[src/msc_consts.vh]
// Purpose: Shared constants of the monitor sequencer control block
// Assumes: 100 MHz block clock
// Notes: Offsets are byte addresses of the 7-bit register space
`ifndef MSC_CONSTS_VH
`define MSC_CONSTS_VH
// Register offsets
`define MSC_OFS_STATUS 7'h00
`define MSC_OFS_VDD_RES 7'h06
`define MSC_OFS_AIN_RES 7'h08
`define MSC_OFS_CFG1 7'h18
`define MSC_OFS_CFG2 7'h19
`define MSC_OFS_CFG3 7'h1A
`define MSC_OFS_MASK 7'h1D
`define MSC_OFS_LIM_HI 7'h30
`define MSC_OFS_LIM_LO 7'h38
// Reset values
`define MSC_RST_CFG1 8'h00
`define MSC_RST_CFG2 8'h00
`define MSC_RST_CFG3 8'h00
`define MSC_RST_MASK 8'h00
`define MSC_RST_LIM_HI 8'hFF
`define MSC_RST_LIM_LO 8'h00
// Field positions
`define MSC_C1_MON_EN 0
`define MSC_C1_PIN7_AIN 1
`define MSC_C1_PIN8_AIN 2
`define MSC_C1_ALARM_HIGH 6
`define MSC_C2_SINGLE 4
`define MSC_C2_AVG_OFF 5
`define MSC_C3_FAST 0
`define MSC_C3_REF_VDD 4
// Channel codes
`define MSC_CH_VDD 4'h0
`define MSC_CH_INT 4'h1
`define MSC_CH_EXT 4'h2
`define MSC_CH_AIN1 4'h3
`define MSC_CH_AIN3 4'h5
`define MSC_CH_AIN8 4'hA
// Timing
`define MSC_CAL_TIME_US 5000
`define MSC_CLK_MHZ 100
`define MSC_AVG_LAST 4'hF
`define MSC_SPI_SEL_EDGES 2'h3
`endif

[src/msc_avg.v]
// Purpose: Sixteen-sample averager for converter results
// Assumes: Samples arrive as one-cycle strobes on the block clock
// Notes: o_more asks for another sample, o_done carries the final mean
`timescale 1ns/1ps
`include "msc_consts.vh"
module msc_avg (
  // Clock and reset
  input wire i_mclk,
  input wire i_rstn,
  // Control
  input wire i_clr,
  input wire i_avg_en,
  // Sample in
  input wire i_valid,
  input wire [9:0] i_data,
  // Result out
  output reg o_more,
  output reg o_done,
  output reg [9:0] o_result
);
  reg [13:0] acc_q;
  reg [3:0] cnt_q;
  wire [13:0] sum = acc_q + {4'h0, i_data};

  always @(posedge i_mclk)
  begin
    if (!i_rstn || i_clr)
    begin
      acc_q <= 14'h0000;
      cnt_q <= 4'h0;
      o_more <= 1'b0;
      o_done <= 1'b0;
      o_result <= 10'h000;
    end
    else
    begin
      o_more <= 1'b0;
      o_done <= 1'b0;
      if (i_valid)
      begin
        if (!i_avg_en)
        begin
          o_result <= i_data;
          o_done <= 1'b1;
          // Drop any partial sum so re-enabled averaging starts clean
          acc_q <= 14'h0000;
          cnt_q <= 4'h0;
        end
        else if (cnt_q == `MSC_AVG_LAST)
        begin
          o_result <= sum[13:4];
          o_done <= 1'b1;
          acc_q <= 14'h0000;
          cnt_q <= 4'h0;
        end
        else
        begin
          acc_q <= sum;
          cnt_q <= cnt_q + 4'h1;
          o_more <= 1'b1;
        end
      end
    end
  end
endmodule

[src/msc_ctrl.v]
// Purpose: Measurement sequencer, limit check and serial register access
// Assumes: Converter core on the block clock; serial pins asynchronous
// Notes: Serial framing is a minimal SPI byte pair; I2C engine is external
`timescale 1ns/1ps
`include "msc_consts.vh"
module msc_ctrl #(
  parameter CAL_CYCLES = `MSC_CAL_TIME_US * `MSC_CLK_MHZ
) (
  // Clock and reset
  input wire i_mclk,
  input wire i_rstn,
  // SPI pins
  input wire i_sclk,
  input wire i_cs_n,
  input wire i_din,
  output reg o_dout,
  output reg o_dout_oe,
  // External I2C engine register port
  input wire i_i2c_busy,
  input wire i_i2c_wr,
  input wire i_i2c_rd,
  input wire [6:0] i_i2c_addr,
  input wire [7:0] i_i2c_wdata,
  output reg [7:0] o_i2c_rdata,
  // Converter core
  output reg o_adc_start,
  output reg o_adc_reset,
  output reg [3:0] o_adc_chan,
  output reg o_adc_fast,
  output reg o_ref_vdd,
  output reg o_pins_diode,
  output reg o_diode_filter_en,
  input wire i_adc_done,
  input wire [9:0] i_adc_data,
  // Status
  output reg o_spi_mode,
  output reg o_idle,
  output reg o_alarm
);
  localparam S_CAL = 2'h0;
  localparam S_IDLE = 2'h1;
  localparam S_CONV = 2'h2;
  localparam S_HOLD = 2'h3;

  reg [1:0] state_q;
  reg [22:0] cal_cnt_q;
  reg [7:0] cfg1_q;
  reg [7:0] cfg2_q;
  reg [7:0] cfg3_q;
  reg [7:0] mask_q;
  reg [7:0] status_q;
  reg [7:0] vdd_res_q;
  reg [7:0] lim_hi_q [0:7];
  reg [7:0] lim_lo_q [0:7];
  reg [7:0] ain_res_q [0:7];
  reg [2:0] sclk_s;
  reg [2:0] cs_s;
  reg [1:0] din_s;
  reg [1:0] sel_cnt_q;
  reg [3:0] bit_cnt_q;
  reg [7:0] sh_q;
  reg [6:0] addr_q;
  reg rd_q;
  reg phase_q;
  reg load_q;
  reg [7:0] tx_q;
  reg [7:0] rdata;
  reg [3:0] next_ch;
  reg [6:0] ra;
  integer i;

  wire sclk_rise = (sclk_s[2:1] == 2'b01);
  wire sclk_fall = (sclk_s[2:1] == 2'b10);
  wire cs_fall = (cs_s[2:1] == 2'b10);
  wire cs_act = ~cs_s[1];
  wire mon_en = cfg1_q[`MSC_C1_MON_EN];
  wire single = cfg2_q[`MSC_C2_SINGLE];
  wire pins_ain = cfg1_q[`MSC_C1_PIN7_AIN] | cfg1_q[`MSC_C1_PIN8_AIN];
  wire busy = o_spi_mode ? cs_act : i_i2c_busy;
  wire [7:0] hdr = {sh_q[6:0], din_s[1]};
  wire spi_byte = o_spi_mode & cs_act & sclk_rise & (bit_cnt_q == 4'h7);
  wire spi_wr = spi_byte & phase_q & ~rd_q;
  wire wr_en = o_spi_mode ? spi_wr : i_i2c_wr;
  wire [6:0] wr_addr = o_spi_mode ? addr_q : i_i2c_addr;
  wire [7:0] wr_data = o_spi_mode ? hdr : i_i2c_wdata;
  wire rd_en = o_spi_mode ? load_q : i_i2c_rd;
  wire avg_more;
  wire avg_done;
  wire [9:0] avg_res;
  wire [7:0] res8 = avg_res[9:2];
  wire is_ain = (o_adc_chan >= `MSC_CH_AIN1);
  wire [3:0] ain_idx4 = o_adc_chan - `MSC_CH_AIN1;
  wire [2:0] ain_idx = ain_idx4[2:0];
  wire out_lim = (res8 > lim_hi_q[ain_idx]) | (res8 <= lim_lo_q[ain_idx]);
  wire [7:0] flag_set = (avg_done && is_ain && out_lim) ?
    ((8'h01 << ain_idx) & ~mask_q) : 8'h00;
  wire flag_clr = rd_en && (ra == `MSC_OFS_STATUS);
  wire conv_go = (state_q == S_CONV) && !busy && mon_en;

  msc_avg u_avg (
    .i_mclk(i_mclk),
    .i_rstn(i_rstn),
    .i_clr(state_q != S_CONV),
    .i_avg_en(~cfg2_q[`MSC_C2_AVG_OFF]),
    .i_valid(i_adc_done && conv_go),
    .i_data(i_adc_data),
    .o_more(avg_more),
    .o_done(avg_done),
    .o_result(avg_res)
  );

  // Read address and read mux
  always @*
  begin
    ra = o_spi_mode ? addr_q : i_i2c_addr;
    rdata = 8'h00;
    if (ra == `MSC_OFS_STATUS)
      rdata = status_q;
    else if (ra == `MSC_OFS_VDD_RES)
      rdata = vdd_res_q;
    else if (ra == `MSC_OFS_CFG1)
      rdata = cfg1_q;
    else if (ra == `MSC_OFS_CFG2)
      rdata = cfg2_q;
    else if (ra == `MSC_OFS_CFG3)
      rdata = cfg3_q;
    else if (ra == `MSC_OFS_MASK)
      rdata = mask_q;
    else if (ra[6:3] == `MSC_OFS_AIN_RES >> 3)
      rdata = ain_res_q[ra[2:0]];
    else if (ra[6:3] == `MSC_OFS_LIM_HI >> 3)
      rdata = lim_hi_q[ra[2:0]];
    else if (ra[6:3] == `MSC_OFS_LIM_LO >> 3)
      rdata = lim_lo_q[ra[2:0]];
  end

  // Next channel of the scan
  always @*
  begin
    next_ch = `MSC_CH_VDD;
    if (single)
      next_ch = cfg2_q[3:0];
    else
    begin
      case (o_adc_chan)
        `MSC_CH_VDD: next_ch = `MSC_CH_INT;
        `MSC_CH_INT: next_ch = pins_ain ? `MSC_CH_AIN1 : `MSC_CH_EXT;
        `MSC_CH_EXT: next_ch = `MSC_CH_AIN3;
        `MSC_CH_AIN8: next_ch = `MSC_CH_VDD;
        default: next_ch = o_adc_chan + 4'h1;
      endcase
    end
  end

  // Pin synchronisers
  always @(posedge i_mclk)
  begin
    if (!i_rstn)
    begin
      sclk_s <= 3'h0;
      cs_s <= 3'h7;
      din_s <= 2'h0;
    end
    else
    begin
      sclk_s <= {sclk_s[1:0], i_sclk};
      cs_s <= {cs_s[1:0], i_cs_n};
      din_s <= {din_s[0], i_din};
    end
  end

  // Serial mode lock and SPI byte engine
  always @(posedge i_mclk)
  begin
    if (!i_rstn)
    begin
      o_spi_mode <= 1'b0;
      sel_cnt_q <= 2'h0;
      bit_cnt_q <= 4'h0;
      sh_q <= 8'h00;
      addr_q <= 7'h00;
      rd_q <= 1'b0;
      phase_q <= 1'b0;
      load_q <= 1'b0;
      tx_q <= 8'h00;
      o_dout <= 1'b1;
      o_dout_oe <= 1'b0;
    end
    else
    begin
      load_q <= 1'b0;
      if (!o_spi_mode && cs_fall)
      begin
        sel_cnt_q <= sel_cnt_q + 2'h1;
        if (sel_cnt_q == `MSC_SPI_SEL_EDGES - 2'h1)
          o_spi_mode <= 1'b1;
      end
      if (!cs_act)
      begin
        bit_cnt_q <= 4'h0;
        phase_q <= 1'b0;
        o_dout_oe <= 1'b0;
        o_dout <= 1'b1;
      end
      else if (o_spi_mode)
      begin
        if (sclk_rise)
        begin
          sh_q <= hdr;
          bit_cnt_q <= (bit_cnt_q == 4'h7) ? 4'h0 : bit_cnt_q + 4'h1;
          if (spi_byte)
          begin
            phase_q <= ~phase_q;
            if (!phase_q)
            begin
              rd_q <= hdr[7];
              addr_q <= hdr[6:0];
              load_q <= hdr[7];
            end
          end
        end
        if (load_q)
          tx_q <= rdata;
        if (sclk_fall && phase_q && rd_q)
        begin
          o_dout <= tx_q[7];
          o_dout_oe <= ~tx_q[7];
          tx_q <= {tx_q[6:0], 1'b0};
        end
        else if (sclk_fall)
        begin
          o_dout <= 1'b1;
          o_dout_oe <= 1'b0;
        end
      end
    end
  end

  // Register file, status flags and I2C read data
  always @(posedge i_mclk)
  begin
    if (!i_rstn)
    begin
      cfg1_q <= `MSC_RST_CFG1;
      cfg2_q <= `MSC_RST_CFG2;
      cfg3_q <= `MSC_RST_CFG3;
      mask_q <= `MSC_RST_MASK;
      status_q <= 8'h00;
      vdd_res_q <= 8'h00;
      o_i2c_rdata <= 8'h00;
      for (i = 0; i < 8; i = i + 1)
      begin
        lim_hi_q[i] <= `MSC_RST_LIM_HI;
        lim_lo_q[i] <= `MSC_RST_LIM_LO;
        ain_res_q[i] <= 8'h00;
      end
    end
    else
    begin
      if (wr_en)
      begin
        if (wr_addr == `MSC_OFS_CFG1)
          cfg1_q <= wr_data;
        if (wr_addr == `MSC_OFS_CFG2)
          cfg2_q <= wr_data;
        if (wr_addr == `MSC_OFS_CFG3)
          cfg3_q <= wr_data;
        if (wr_addr == `MSC_OFS_MASK)
          mask_q <= wr_data;
        if (wr_addr[6:3] == `MSC_OFS_LIM_HI >> 3)
          lim_hi_q[wr_addr[2:0]] <= wr_data;
        if (wr_addr[6:3] == `MSC_OFS_LIM_LO >> 3)
          lim_lo_q[wr_addr[2:0]] <= wr_data;
      end
      if (i_i2c_rd && !o_spi_mode)
        o_i2c_rdata <= rdata;
      status_q <= (status_q & ~{8{flag_clr}}) | flag_set;
      if (avg_done && o_adc_chan == `MSC_CH_VDD)
        vdd_res_q <= res8;
      if (avg_done && is_ain)
        ain_res_q[ain_idx] <= res8;
    end
  end

  // Sequencer
  always @(posedge i_mclk)
  begin
    if (!i_rstn)
    begin
      state_q <= S_CAL;
      cal_cnt_q <= 23'h000000;
      o_adc_start <= 1'b0;
      o_adc_reset <= 1'b1;
      o_adc_chan <= `MSC_CH_VDD;
      o_idle <= 1'b0;
    end
    else
    begin
      o_adc_start <= 1'b0;
      case (state_q)
        S_CAL:
        begin
          cal_cnt_q <= cal_cnt_q + 23'h000001;
          if (cal_cnt_q == CAL_CYCLES[22:0] - 23'h000001)
          begin
            state_q <= S_IDLE;
            o_idle <= 1'b1;
          end
        end
        S_IDLE:
        begin
          o_adc_reset <= 1'b1;
          o_idle <= 1'b1;
          if (mon_en && !busy)
          begin
            state_q <= S_CONV;
            o_adc_chan <= single ? cfg2_q[3:0] : `MSC_CH_VDD;
            o_adc_reset <= 1'b0;
            o_adc_start <= 1'b1;
            o_idle <= 1'b0;
          end
        end
        S_CONV:
        begin
          if (!mon_en)
            state_q <= S_IDLE;
          else if (busy)
          begin
            state_q <= S_HOLD;
            o_adc_reset <= 1'b1;
          end
          else if (avg_done)
          begin
            o_adc_chan <= next_ch;
            o_adc_start <= 1'b1;
          end
          else if (avg_more)
            o_adc_start <= 1'b1;
        end
        S_HOLD:
        begin
          if (!mon_en)
            state_q <= S_IDLE;
          else if (!busy)
          begin
            state_q <= S_CONV;
            o_adc_reset <= 1'b0;
            o_adc_start <= 1'b1;
          end
        end
        default: state_q <= S_IDLE;
      endcase
    end
  end

  // Converter configuration pins and alarm output
  always @(posedge i_mclk)
  begin
    if (!i_rstn)
    begin
      o_adc_fast <= 1'b0;
      o_ref_vdd <= 1'b0;
      o_pins_diode <= 1'b1;
      o_diode_filter_en <= 1'b1;
      o_alarm <= 1'b1;
    end
    else
    begin
      o_adc_fast <= cfg3_q[`MSC_C3_FAST];
      o_ref_vdd <= cfg3_q[`MSC_C3_REF_VDD] & is_ain;
      o_pins_diode <= ~pins_ain;
      o_diode_filter_en <= ~cfg3_q[`MSC_C3_FAST] & ~pins_ain;
      o_alarm <= (|status_q) ~^ cfg1_q[`MSC_C1_ALARM_HIGH];
    end
  end
endmodule

[config.mk]
export PLATFORM = sky130hd
export DESIGN_NAME = msc_ctrl
export DESIGN_NICKNAME = d
export VERILOG_FILES = /design/src/msc_avg.v /design/src/msc_ctrl.v
export VERILOG_INCLUDE_DIRS = /design/src
export SDC_FILE = /design/constraint.sdc
export NUM_CORES = 1
export LEC_CHECK = 0
export ABC_CLOCK_PERIOD_IN_PS = 11360
export BUFFER_PORTS_ARGS = -buffer_cell sky130_fd_sc_hd__buf_2
export CELL_PAD_IN_SITES_DETAIL_PLACEMENT = 0
export CELL_PAD_IN_SITES_GLOBAL_PLACEMENT = 1
export CORE_AREA = 2 2 228 230
export CTS_CLUSTER_DIAMETER = 100
export DETAILED_ROUTE_END_ITERATION = 12
export DIE_AREA = 0 0 230 232
export PLACE_DENSITY = 0.6
export SYNTH_ARGS = -nofsm -noshare
export SYNTH_HDL_FRONTEND = slang
export SYNTH_SLANG_ARGS = --single-unit
[constraint.sdc]
create_clock -name i_mclk -period 11.36 [get_ports i_mclk]
set_clock_uncertainty 0.05 [all_clocks]
set_input_delay 0.568 -clock i_mclk [delete_from_list [all_inputs] [get_ports i_mclk]]
set_output_delay 0.568 -clock i_mclk [all_outputs]
set_load 0.03 [all_outputs]
==> flow_summary_export.csv <==
group,metric,value,unit
floorplanning,die_y,232,µm
critical_path,ff2ff_setup_slack,6670,ps
placed_design,io_buffers,56,
clock_network,clk_pin_slew_worst_paths,50,ps
yosys,synth_seq_cells,355,
floorplanning,die_x,230,µm
grt,grt_pass1_vias,14200,
clock_network,numCtsBuffers,42,
yosys,ys_async_sr_fraction,0,%
floorplanning,ios,57,
sta,max_freq,213,MHz
clock_network,cts.sinks,355,
layout,diodes,0,
floorplanning,start_util,34.6,%
floorplanning,rows,83,
sta,tightest_slew,1200,ps
hold_path,worstHoldPathType,"input port to flop",
layout,mostFrequentLayoutCell,"nand2_1",
clock_network,tritoncts,"built",
power_and_ir_drop,total_power,2.84,mW
floorplanning,core,50900,µm²
yosys,ys_seq_area_share,51.4,%
placed_design,hpwl,45200,µm
clock_network,cts_buffer_depth,3,
yosys,ys_warn_count,0,
sta,setup_viol,0,
job,cap_violations,0,
critical_path,critPathRequiredTime,11770,ps
grt,overflow,0,
yosys,avgSynthCellArea,9.84,µm²
yosys,synth_cells,1787,
critical_path,critPathMaxFanout,24,
yosys,synth_area,17600,µm²
routing,num_vias,14700,
sta,tns,0,ps
layout,mostFrequentLayoutCells,"196 x nand2_1, 194 x nor2_1, 192 x edfxtp_1",
sta,slew-limit-headroom,19.0,%
grt,grt_use_met2,39.1,%
grt,grt_pass1_wl,94600,µm
power_and_ir_drop,power.leakage,6.94,nW
status,outcome,"complete, no violations",
grt,grt_util_met1,31.4,%
yosys,syn_nets,1858,
clock_network,cts_setup_buffers,0,
routing,drt_wl_total,64700,µm
critical_path,cp-end-kind,"flop",
yosys,synth_edf_count,192,
grt,grt_max_degree,90,
clock_network,cts_resized,0,
critical_path,critPathKind,"flop to flop",
layout,areaGrowthSynthToFinish,12.4,%
sta,final_hold_viol_count,0,
grt,antenna_found_initial,1,
layout,drive_above_1_share,10.8,%
clock_network,worstSkewPairLatency,580,ps
critical_path,start_kind,"flop",
sta,period_minus_slack,4690,ps
routing,wl_per_cell,25.8,µm
routing,via_per_inst,5.87,
routing,initialDrtViolationCount,1539,
clock_network,ctsHtreeMaxLevel,2,
critical_path,critPathArrivalTime,5090,ps
layout,nets,1867,
grt,grt_most_used_layer,"met2",
power_and_ir_drop,p_per_area,144,nW/µm²
yosys,synth_ff_type,"edfxtp_1",
routing,drc,0,
power_and_ir_drop,vdd_drop_max,100,µV
grt,use_met3,3.98,%
sta,maxSlewViolCount,0,
grt,grt.total_usage,24.0,%
clock_network,hold_buffers,0,
placed_design,place_congestion,0.892,
sta,rsz0062_at_grt,"no",
routing,drt-pass1-iter-count,6,
sta,min_period_over_period,41.2,%
clock_network,clockRootBuffer,"clkbuf_16",
floorplanning,die_area,53400,µm²
routing,ant_nets,0,
yosys,synth.distinct_cells,90,
worst paths after layout:
check / from / endpoint / depth (start not counted)
max: o_adc_chan[0] / status_q[7] / 15
min: i_cs_n / cs_s[0] / 2
max reg2reg: o_adc_chan[0] / status_q[7] / 15
min reg2reg: cs_s[0] / cs_s[1] / 1
flip-flops by register name, indices dropped and copies added (netlist names), 14 cells and up:
name / count
lim_hi_q: 64
u_avg.acc_q: 14
lim_lo_q: 64
cal_cnt_q: 23
ain_res_q: 64
through the flow:
step	hold slack [ps]	cell area [µm²]	util, %	setup WS (ps)	std cells
global placement	353	18500	36.3	6880	2432
floorplan	336	17600	-	7340	1787
global route	117	19800	38.8	6350	2509
CTS	104	19800	38.8	6740	2509
finish	133	19800	38.8	6670	2509
detailed placement	355	18500	36.3	6750	2432
cell families (layout without fill, tap and decap cells):
family / Yosys count / after routing / share of synthesized area, %
buf+inv: 144 / 186 / 3.52
compound gates: 500 / 500 / 19.2
xor+xnor: 36 / 36 / 1.79
flops: 355 / 355 / 51.4
fa+ha+maj: 37 / 37 / 2.68
mux: 37 / 37 / 2.31
simple gates: 678 / 678 / 19.2
final cells by class:
| class | instances | area, µm² |
|---|---|---|
| clock buffers | 66 | 1220 |
| clock inverters | 11 | 68.8 |
| fillers | 5177 | 31100 |
| inverters | 18 | 67.6 |
| multi-input cells | 1288 | 7990 |
| flip-flops and latches | 355 | 9030 |
| well taps | 680 | 851 |
| repair buffers | 91 | 543 |
Yosys cell counts (7+ instances only):
cell type	n	area (µm²)
nand3_1	25	125
mux2i_1	28	280
buf_2	26	130
nand2b_1	20	125
o21ai_0	93	465
a22oi_1	59	443
o22ai_1	40	250
nor4_1	11	68.8
and2_1	10	62.6
a21oi_1	111	556
clkbuf_1	86	323
edfxtp_1	192	5770
ha_1	36	450
xor2_1	24	210
a211oi_1	49	368
nand2_1	196	736
nor3_1	28	140
and3_1	86	538
a31oi_1	8	50.1
nor2_1	196	736
a22o_1	25	219
xnor2_1	12	105
nor3b_1	8	60.1
a221oi_1	18	158
inv_1	16	60.1
nor2b_1	16	100
a21o_1	7	52.6
nand4_1	15	93.8
nand3b_1	9	67.6
dfxtp_1	163	3260
a222oi_1	14	140
nor4b_1	10	87.6
o31ai_1	10	75.1
per-layer routing:
| metal | share of wire, % | up-vias |
|---|---|---|
| met1 | 42 | 7239 |
| met5 | 0 | - |
| met4 | 4.6 | 0 |
| li1 | - | 6749 |
| met3 | 6.4 | 147 |
| met2 | 47 | 599 |
critical path, cell delays in order (launching register included):
cell and delay (ps):
dfxtp_1 590, ha_1 400, xor2_1 700, nor2_1 110, buf_4 280, a22o_1 220
a221oi_1 200, and3_1 210, ha_1 240, nor2b_1 130, o21a_1 160, o21a_1 160
o21ai_0 170, a31o_2 200, o211ai_1 350, a32o_1 390
power by group:
part,internal [mW],switching (mW)
sequential,1.37,0.0145
clock,0.740,0.542
combinational,0.0482,0.125
total,2.16,0.682
(Power assumes the default switching activity.)
